[config.mk]
export PLATFORM = sky130hd
export DESIGN_NAME = board_regs
export DESIGN_NICKNAME = d
export VERILOG_FILES = /design/src/inc/board_regs_pkg.sv /design/src/design/board_regs.sv
export SDC_FILE = /design/constraint.sdc
export NUM_CORES = 1
export LEC_CHECK = 0
export BUFFER_PORTS_ARGS = -buffer_cell sky130_fd_sc_hd__buf_2
export CAP_MARGIN = 20
export CORE_ASPECT_RATIO = 1.1
export CORE_MARGIN = 8
export CORE_UTILIZATION = 30
export CTS_CLUSTER_DIAMETER = 100
export CTS_CLUSTER_SIZE = 20
export DETAILED_ROUTE_END_ITERATION = 8
export SLEW_MARGIN = 20
export SYNTH_ARGS = -nofsm -noshare
export SYNTH_HDL_FRONTEND = slang
export SYNTH_SLANG_ARGS = --single-unit
[constraint.sdc]
create_clock -name sys_clk_i -period 12.7 [get_ports sys_clk_i]
set_clock_uncertainty 0.15 [all_clocks]
set_input_delay 1.27 -clock sys_clk_i [delete_from_list [all_inputs] [get_ports sys_clk_i]]
set_output_delay 1.27 -clock sys_clk_i [all_outputs]
set_load 0.005 [all_outputs]
[src/inc/board_regs_pkg.sv]
// shared constants, types and register map of the board control register bank
package board_regs_pkg;

  // ****************************************************************
  // bus and register indices (byte address is four times the index)
  // ****************************************************************
  localparam int          ADDR_W         = 12;
  localparam int          IDX_W          = 10;
  localparam int          CFG_BYTES      = 17;            // 16 config bytes plus checksum
  localparam logic [4:0]  CFG_LAST       = 5'h10;
  localparam logic [9:0]  IDX_CORE0      = 10'h00D;
  localparam logic [9:0]  IDX_CORE1      = 10'h00E;
  localparam logic [9:0]  IDX_PLL_TO     = 10'h00F;
  localparam logic [9:0]  IDX_LANE_MUX   = 10'h010;
  localparam logic [9:0]  IDX_CHECKSUM   = 10'h011;
  localparam logic [9:0]  IDX_ERASE      = 10'h012;
  localparam logic [9:0]  IDX_FLASH_CTRL = 10'h013;
  localparam logic [9:0]  IDX_POST_LO    = 10'h080;
  localparam logic [9:0]  IDX_POST_HI    = 10'h081;
  localparam logic [9:0]  IDX_DBG_LO     = 10'h084;
  localparam logic [9:0]  IDX_DBG_HI     = 10'h085;
  localparam logic [9:0]  IDX_SW_STATUS  = 10'h280;
  localparam logic [9:0]  IDX_BOOT_CTRL  = 10'h282;
  localparam logic [9:0]  IDX_PROTECT    = 10'h284;
  localparam logic [9:0]  IDX_RST_CAUSE  = 10'h285;
  localparam logic [9:0]  IDX_IRQ_ROUTE  = 10'h286;
  localparam logic [9:0]  IDX_ID_HIGH    = 10'h288;

  // ****************************************************************
  // reset values
  // ****************************************************************
  localparam logic [7:0]  CFG_RST        = 8'hFF;
  localparam logic [7:0]  FLASH_ERASED   = 8'hFF;
  localparam logic [7:0]  PROTECT_RST    = 8'h0A;
  localparam logic [7:0]  PROTECT_MASK   = 8'h1B;
  localparam logic [7:0]  SUM_OK         = 8'h00;

  // ****************************************************************
  // field positions
  // ****************************************************************
  localparam int          CORE_FAST_BIT  = 0;
  localparam int          PLL_WAIT_BIT   = 0;
  localparam int          LANE1_BIT      = 0;
  localparam int          LANE2_BIT      = 1;
  localparam int          LANE3_BIT      = 2;
  localparam int          ACTION_BIT     = 0;
  localparam int          BUSY_BIT       = 7;
  localparam int          TOGGLE_BIT     = 5;
  localparam int          SPI_WP_BIT     = 0;
  localparam int          EE_WP_BIT      = 1;
  localparam int          DIMM_WP_BIT    = 3;
  localparam int          NOR_WP_BIT     = 4;
  localparam int          WD_FLAG_BIT    = 0;
  localparam int          COLD_FLAG_BIT  = 7;
  localparam logic [1:0]  BF_STANDARD    = 2'b00;
  localparam logic [1:0]  BF_RECOVERY    = 2'b01;
  localparam logic [1:0]  BF_EXTERNAL    = 2'b10;

  // ****************************************************************
  // types
  // ****************************************************************
  typedef enum logic [1:0] {
    FL_IDLE  = 2'b00,
    FL_ERASE = 2'b01,
    FL_LOAD  = 2'b11,
    FL_PROG  = 2'b10
  } flash_state_t;

  typedef struct packed {
    logic              psel;
    logic              penable;
    logic              pwrite;
    logic [ADDR_W-1:0] paddr;
    logic [31:0]       pwdata;
    logic [3:0]        pstrb;
  } apb_req_t;

  typedef struct packed {
    logic [31:0] prdata;
    logic        pready;
    logic        pslverr;
  } apb_rsp_t;

  typedef struct packed {
    logic spi_o;
    logic spi_oe;
    logic ee_o;
    logic ee_oe;
    logic dimm_o;
    logic dimm_oe;
    logic nor_o;
    logic nor_oe;
  } protect_pins_t;

  typedef struct packed {
    flash_state_t                fst;
    logic [4:0]                  ptr;
    logic [7:0]                  cnt;
    logic [CFG_BYTES-1:0][7:0]   cfg;
    logic [CFG_BYTES-1:0][7:0]   flash;
    logic [7:0]                  lane_mux;
    logic [15:0]                 post;
    logic [15:0]                 dbg;
    logic [7:0]                  id_high;
    logic                        recovery;
    logic                        toggle;
    logic [7:0]                  wp;
    logic                        wd_flag;
    logic                        cold;
    logic [7:0]                  rdata;
    logic                        err;
  } state_t;

endpackage

[src/design/board_regs.sv]
// board control and status register bank behind an APB slave
`timescale 1ns/1ps
// Functional notes
// core speed bit 0: 0 means at most 1000 MHz, 1 above.
// core speed bytes drive no strap, still count in checksum; software writes 00.
// PLL timeout bit: 0 waits until timeout, 1 waits forever for lock.
// three lane selects: 0 same-numbered carrier lane, 1 lanes 4, 10, 11.
// configuration accepted only when 17 bytes sum to zero, else default strapping.
// checksum is taken modulo 256.
// erase bit sets all user flash bytes to FF, self-clears, reads zero.
// reload bit resets CPU and reads configuration from user flash, self-clears.
// busy bit 7 high during erase, read or write; accesses then not allowed.
// switch bits 0-3 read 1 when input low; fourth switch forces defaults.
// boot flash field bits 4-5: standard, recovery, external, reserved.
// writing 1 to bit 5 toggles standard and recovery boot flash.
// SPI and NOR protect: 0 drives high, 1 releases to high impedance.
// EEPROM protect: 0 drives low, 1 releases; powers up as 1.
// memory module protect: 0 releases, 1 drives high; powers up as 1.
// watchdog reset flag bit 0 set by watchdog reset, write 1 clears.
// cold reset flag bit 7 powers up 1, warm reset clears, write 1 clears.
// eight-bit register holds high byte of board identification.
module board_regs #(
  parameter logic [7:0] BOARD_ID_HIGH = 8'h5A,  // arbitrary value, set per board
  parameter int         PROG_CYCLES   = 1
) (
  // clock and reset
  input  wire logic                          sys_clk_i,
  input  wire logic                          resetn_i,
  // register bus
  input  wire board_regs_pkg::apb_req_t      apb_i,
  output      board_regs_pkg::apb_rsp_t      apb_o,
  // board inputs
  input  wire logic [3:0]                    switch_n_i,
  input  wire logic                          boot_flash_external_i,
  input  wire logic                          watchdog_reset_i,
  input  wire logic                          warm_reset_i,
  // cpu strapping and control
  output      logic                          cpu_reset_o,
  output      logic                          strap_default_o,
  output      logic                          pll_wait_forever_o,
  output      logic                          lane_one_route_o,
  output      logic                          lane_two_route_o,
  output      logic                          lane_three_route_o,
  output      logic                          user_flash_busy_o,
  output      logic                          boot_flash_recovery_o,
  // status and debug bytes
  output      logic [15:0]                   post_code_o,
  output      logic [15:0]                   debug_scratch_o,
  // write protect pins
  output      board_regs_pkg::protect_pins_t protect_o
);
  import board_regs_pkg::*;

  // ****************************************************************
  // parameter check
  // ****************************************************************
  if (PROG_CYCLES < 1 || PROG_CYCLES > 255) begin : g_bad_prog
    $error("PROG_CYCLES must be 1 to 255");
  end

  localparam logic [7:0] PROG_CNT = PROG_CYCLES[7:0];

  state_t q;
  state_t d;

  // ****************************************************************
  // decode helpers
  // ****************************************************************
  logic [IDX_W-1:0] idx;
  logic             setup;
  logic             wr;
  logic             hit;
  logic             idle;
  logic [7:0]       wbyte;
  logic [7:0]       sum;
  logic             sum_ok;
  logic [1:0]       bf_field;
  logic [7:0]       rd_val;
  logic             cfg_hit;
  logic [4:0]       cfg_slot;

  assign idx   = apb_i.paddr[ADDR_W-1:2];
  assign setup = apb_i.psel & ~apb_i.penable;
  // writes land only at the completing edge; pready is always high
  assign wr    = apb_i.psel & apb_i.penable & apb_i.pwrite & apb_i.pstrb[0] & ~q.err;
  assign wbyte = apb_i.pwdata[7:0];
  assign idle  = (q.fst == FL_IDLE);

  // checksum takes the last image slot; the lane byte stays outside the sum
  assign cfg_hit  = (idx < IDX_LANE_MUX) || (idx == IDX_CHECKSUM);
  assign cfg_slot = (idx == IDX_CHECKSUM) ? CFG_LAST : idx[4:0];

  // modulo-256 sum of all seventeen configuration bytes
  always_comb begin
    sum = 8'h00;
    for (int i = 0; i < CFG_BYTES; i++) begin
      sum = sum + q.cfg[i];
    end
  end

  assign sum_ok = (sum == SUM_OK);

  // external boot source overrides the standard/recovery pair
  assign bf_field = boot_flash_external_i ? BF_EXTERNAL :
                    (q.recovery ? BF_RECOVERY : BF_STANDARD);

  // ****************************************************************
  // read mux and address decode
  // ****************************************************************
  always_comb begin
    rd_val = 8'h00;
    hit    = 1'b1;
    if (apb_i.paddr[1:0] != 2'b00) begin
      hit = 1'b0;
    end else if (cfg_hit) begin
      rd_val = q.cfg[cfg_slot];
    end else begin
      case (idx)
        IDX_LANE_MUX:   rd_val = q.lane_mux;
        IDX_ERASE:      rd_val = 8'h00;
        IDX_FLASH_CTRL: rd_val = {~idle, 7'h00};
        IDX_POST_LO:    rd_val = q.post[7:0];
        IDX_POST_HI:    rd_val = q.post[15:8];
        IDX_DBG_LO:     rd_val = q.dbg[7:0];
        IDX_DBG_HI:     rd_val = q.dbg[15:8];
        IDX_SW_STATUS:  rd_val = {2'b00, bf_field, ~switch_n_i};
        IDX_BOOT_CTRL:  rd_val = {2'b00, q.toggle, 5'h00};
        IDX_PROTECT:    rd_val = q.wp;
        IDX_RST_CAUSE:  rd_val = {q.cold, 6'h00, q.wd_flag};
        IDX_IRQ_ROUTE:  rd_val = 8'h00;  // present but not implemented
        IDX_ID_HIGH:    rd_val = q.id_high;
        default:        hit = 1'b0;
      endcase
    end
  end

  // ****************************************************************
  // next state
  // ****************************************************************
  always_comb begin
    d = q;
    // read data and error captured in setup, shown during access
    if (setup) begin
      d.rdata = rd_val;
      d.err   = ~hit;
    end

    // user flash sequencer walks one byte per cycle
    case (q.fst)
      FL_IDLE: begin
        d.ptr = 5'd0;
      end
      FL_ERASE: begin
        d.flash[q.ptr] = FLASH_ERASED;
        d.ptr          = q.ptr + 5'd1;
        if (q.ptr == CFG_LAST) begin
          d.fst = FL_IDLE;
        end
      end
      FL_LOAD: begin
        d.cfg[q.ptr] = q.flash[q.ptr];
        d.ptr        = q.ptr + 5'd1;
        if (q.ptr == CFG_LAST) begin
          d.fst = FL_IDLE;
        end
      end
      FL_PROG: begin
        d.cnt = q.cnt - 8'd1;
        if (q.cnt == 8'd1) begin
          d.fst = FL_IDLE;
        end
      end
      default: begin
        d.fst = FL_IDLE;
      end
    endcase

    // register writes; flash-related ones are dropped while busy
    if (wr) begin
      if (cfg_hit) begin
        if (idle) begin
          d.cfg[cfg_slot]   = wbyte;
          d.flash[cfg_slot] = wbyte;
          d.fst             = FL_PROG;
          d.cnt             = PROG_CNT;
        end
      end else begin
        case (idx)
          IDX_ERASE: begin
            if (idle && wbyte[ACTION_BIT]) begin
              d.fst = FL_ERASE;
            end
          end
          IDX_FLASH_CTRL: begin
            if (idle && wbyte[ACTION_BIT]) begin
              d.fst = FL_LOAD;
            end
          end
          IDX_LANE_MUX:  d.lane_mux   = wbyte;
          IDX_POST_LO:   d.post[7:0]  = wbyte;
          IDX_POST_HI:   d.post[15:8] = wbyte;
          IDX_DBG_LO:    d.dbg[7:0]   = wbyte;
          IDX_DBG_HI:    d.dbg[15:8]  = wbyte;
          IDX_BOOT_CTRL: begin
            d.toggle = wbyte[TOGGLE_BIT];
            if (wbyte[TOGGLE_BIT]) begin
              d.recovery = ~q.recovery;
            end
          end
          IDX_PROTECT:   d.wp = wbyte & PROTECT_MASK;
          IDX_RST_CAUSE: begin
            if (wbyte[WD_FLAG_BIT]) begin
              d.wd_flag = 1'b0;
            end
            if (wbyte[COLD_FLAG_BIT]) begin
              d.cold = 1'b0;
            end
          end
          IDX_ID_HIGH:   d.id_high = wbyte;
          default: begin
          end
        endcase
      end
    end

    // hardware events come last so a set beats a same-cycle clear
    if (watchdog_reset_i) begin
      d.wd_flag = 1'b1;
    end
    if (warm_reset_i) begin
      d.cold = 1'b0;
    end
  end

  // ****************************************************************
  // state register
  // ****************************************************************
  always_ff @(posedge sys_clk_i or negedge resetn_i) begin
    if (!resetn_i) begin
      q          <= '0;
      q.fst      <= FL_IDLE;
      q.cfg      <= {CFG_BYTES{CFG_RST}};
      q.lane_mux <= CFG_RST;
      q.flash    <= {CFG_BYTES{FLASH_ERASED}};
      q.id_high  <= BOARD_ID_HIGH;
      q.wp       <= PROTECT_RST;
      q.cold     <= 1'b1;
    end else begin
      q <= d;
    end
  end

  // ****************************************************************
  // outputs
  // ****************************************************************
  // zero wait states keep the master simple; error on unmapped words and on any address not word aligned
  assign apb_o.pready  = 1'b1;
  assign apb_o.prdata  = {24'h000000, q.rdata};
  assign apb_o.pslverr = apb_i.psel & apb_i.penable & q.err;

  // cpu held in reset for the whole reload walk
  assign cpu_reset_o       = (q.fst == FL_LOAD);
  assign user_flash_busy_o = ~idle;
  // bad checksum or the default switch both fall back to defaults
  assign strap_default_o   = ~sum_ok | ~switch_n_i[3];
  // default strapping for the pll wait is the reset value of its byte
  assign pll_wait_forever_o = strap_default_o ? CFG_RST[PLL_WAIT_BIT]
                                              : q.cfg[IDX_PLL_TO[4:0]][PLL_WAIT_BIT];
  assign lane_one_route_o   = q.lane_mux[LANE1_BIT];
  assign lane_two_route_o   = q.lane_mux[LANE2_BIT];
  assign lane_three_route_o = q.lane_mux[LANE3_BIT];
  assign boot_flash_recovery_o = q.recovery;
  assign post_code_o       = q.post;
  assign debug_scratch_o   = q.dbg;

  // protect pins: levels are fixed, only the enables follow the bits
  assign protect_o.spi_o   = 1'b1;
  assign protect_o.spi_oe  = ~q.wp[SPI_WP_BIT];
  assign protect_o.nor_o   = 1'b1;
  assign protect_o.nor_oe  = ~q.wp[NOR_WP_BIT];
  assign protect_o.ee_o    = 1'b0;
  assign protect_o.ee_oe   = ~q.wp[EE_WP_BIT];
  assign protect_o.dimm_o  = 1'b1;
  assign protect_o.dimm_oe = q.wp[DIMM_WP_BIT];

endmodule

==> impl_metrics.toml <==
[outcome]
outcome = "finished clean"

[critical_path]
path_cells = "fa_1 -> inv_1 -> fa_1 -> fa_1 -> fa_1 -> fa_1 -> fa_1 -> inv_1 -> ha_1 -> inv_1 -> fa_1 -> nand2_1 -> or4_1 -> nor4_1 -> nand3b_1 -> buf_2"
cp.arrival_ns = 6.01
slowest_delay_ns = 0.61
worstSetupPathDepth = 16
endpoint = "pll_wait_forever_o"
path_buf_inv = 4
startpoint_type = "flip-flop"
critical_path.max_fanout = 3
startpoint = "q[287]$_DFF_PN1_"
r2r_start = "q[354]$_DFF_PN0_"
crit_family = "adder cells"
crit_required_ns = 11.28
endpoint_kind = "output pin"
rr_worst_depth = 7
reg2reg_slack_ns = 9.19
worst-setup-path-type = "reg2out"
cp_slowest_cell = "dfstp_2"
r2r-end = "q[251]$_DFF_PN1_"
path_common_cell = "fa_1"

[sta]
worstMarginPinSlew_ns = 1.18
period_needed_ns = 7.43
fin_tns_setup_ns = 0
setup_slack_ns = 5.27
grt_setup_unrepaired = "no"
max-slew-margin-rel_pct = 20.6
finalSetupViolations = 0
hold_viol_final = 0
slew_violations = 0
fmax_mhz = 135
fin_crit_sh_pct = 58.5

[run]
max-cap-violations = 0

[routing]
drt_iter0_markers = 1856
drt-total-wl_um = 76200
viasPerCell = 5.70
avgRoutedWirePerCell_um = 25.3
drc_errors = 0
ant_nets = 0
firstDrtPassIters = 6
route.vias.total = 17200

[yosys]
syn_inst = 2122
synthArstFlopShare_pct = 100
ys.warnings.count = 0
yosysSeqAreaShare_pct = 42.2
netlist.area_leader.share_pct = 34.7
synth_edf_count = 0
yosysTopAreaCell = "dfstp_2"
synth_seq_cells = 352
synth_cell_types = 85
syn_area_sq_um = 21700
synth_ff_type = "dfstp_2"
syn_avg_cell_area_sq_um = 10.2
ys_top_cells_by_area = "dfstp_2, fa_1, dfrtp_1, nand2_1, mux2_2"

[clocking]
clock-root-buffer = "clkbuf_16"
cts_hold_buf = 0
clkTransAtPathRegs_ns = 0.09
clkSinkCount = 352
htreeDepth = 1
cts_made_buffers = 21
worstSkewPairLatency_ns = 0.55
cts_resized = 0
cts_setup_buffers = 0
cts_tree = "built"
clockBufferDepth = 3

[placed_design]
gp_congestion = 0.908
hpwl_um = 53100
pre_cts_slack_ns = 5.81
port_buffers = 85

[power_and_ir_drop]
irDropWorstVdd_v = 0.0000754
pwr-share-clk_pct = 36.1
swShare_pct = 25.0
p_switching_mw = 0.486
p_int_mw = 1.46
leakage_nw = 9.42
power.total_mw = 1.95
p_per_area_nw_per_um2 = 84.5
sequentialPowerShare_pct = 57.9
combPwrFrac_pct = 6.0

[global_routing]
gr-usage-all-layers_pct = 18.1
antenna_found_initial = 0
grt_max_degree = 136
grt_first_pass_wirelength_um = 114000
grt_pass1_vias = 17200
overflow = 0

[cells_and_area]
mostFrequentLayoutCells = "dfstp_2, nand2_1, nor2_1"
nets = 2236
drive_above_1_share_pct = 28.2
area_growth_syn_to_layout_pct = 6.04
n_fill_cell = 7266
post-route-util_pct = 32.1
num_antenna_cells = 0
final_common_cell = "dfstp_2"

[die]
die_y_um = 298
initial_core_util_pct = 30.3
coreArea_sq_um = 71800
die_w_um = 273
die_area_sq_um = 81300
fp-row-count = 103
io_pins = 142

[worst_hold_path]
hold_path.class = "reg2reg"
==> power groups by stage <==
stage / Sequential, mW / Clock (mW) / Combinational [mW]
final: 1.13 / 0.703 / 0.116
after global routing: 1.13 / 0.753 / 0.123
after CTS: 1.13 / 0.716 / 0.113
after detailed placement: 1.14 / 0 / 0.113
after global placement: 1.14 / 0 / 0.111
after floorplan: 1.14 / 0 / 0.0577
==> cells in the mapped netlist, types with 10 or more instances <==
master    number
a21oi_1       28
a22oi_1       10
a31oi_1       13
and3_1        17
buf_1         16
buf_2         40
buf_4         78
buf_6         12
clkbuf_1      86
dfrtp_1       65
dfstp_2      287
fa_1          93
ha_1          20
inv_1        109
mux2_2        79
mux2i_1       25
mux4_2        32
nand2_1      268
nand3_1      106
nor2_1       176
nor3_1        40
o211ai_1      89
o21ai_0       91
o221ai_1      65
o22a_1        48
o22ai_1       12
xnor2_1       36
==> worst min-delay path, cell delays in order (launching register included) <==
cell and delay [ns]:
dfstp_2 0.38, nand2b_1 0.06, a21oi_1 0.04
==> sequential cells by signal (all words and copies together), names as in the netlist <==
signal,cells
protect_o,1
q,307
lane_two_route_o,1
post_code_o,16
lane_three_route_o,1
apb_o,8
lane_one_route_o,1
boot_flash_recovery_o,1
debug_scratch_o,16
==> layout make-up <==
cell class	count	area [sq um]	share of cell area, %
Inverter	111	417	1.81
Multi-Input combinational cell	1454	10900	47.5
Sequential cell	352	9170	39.8
Timing Repair Buffer	123	741	3.22
Tap cell	945	1180	5.13
Clock buffer	29	566	2.46
Clock inverter	1	8.76	0.0380
==> worst min-delay path by stage <==
| stage | start | to | slack [ns] | depth (start not counted) |
|---|---|---|---|---|
| floorplan | q[9]$_DFFE_PN1P_ | q[9]$_DFFE_PN1P_ | 0.29 | 2 |
| global placement | q[9]$_DFFE_PN1P_ | q[9]$_DFFE_PN1P_ | 0.30 | 2 |
| detailed placement | q[9]$_DFFE_PN1P_ | q[9]$_DFFE_PN1P_ | 0.30 | 2 |
| CTS | q[9]$_DFFE_PN1P_ | q[9]$_DFFE_PN1P_ | 0.32 | 2 |
| global route | q[9]$_DFFE_PN1P_ | q[9]$_DFFE_PN1P_ | 0.34 | 2 |
| finish | q[9]$_DFFE_PN1P_ | q[9]$_DFFE_PN1P_ | 0.31 | 2 |
==> metrics by stage <==
| step | instances | instance area, sq um | hold WS, ns |
|---|---|---|---|
| 2_1_floorplan | 2149 | 21800 | 0.291 |
| 3_3_place_gp | 2984 | 22400 | 0.301 |
| 3_5_place_dp | 2984 | 22400 | 0.303 |
| 4_1_cts | 3014 | 23000 | 0.316 |
| 5_1_grt | 3015 | 23000 | 0.336 |
| 6_report | 3015 | 23000 | 0.314 |
==> cells by family (layout without fill, tap and decap cells) <==
group	after synthesis	count (layout)	share of synthesized area, %
AO/OA/AOI/OAI	436	436	14.7
XOR/XNOR	42	42	1.76
adder cells (fa/ha/maj)	113	113	9.72
buffers and inverters	343	264	7.92
flip-flops	352	352	42.2
multiplexers	136	136	8.57
other	2	29	0.0346
AND/OR/NAND/NOR	698	698	15.1
==> layer usage <==
metal  up-vias  track usage, %  share of wire (%)
li1       7337               -                  -
met1      8748            24.3                 41
met2       908            28.0                 45
met3       204            2.88                8.3
met4         0            9.54                5.8
met5         -               0                  0
Power figures use the tool's default switching activity.
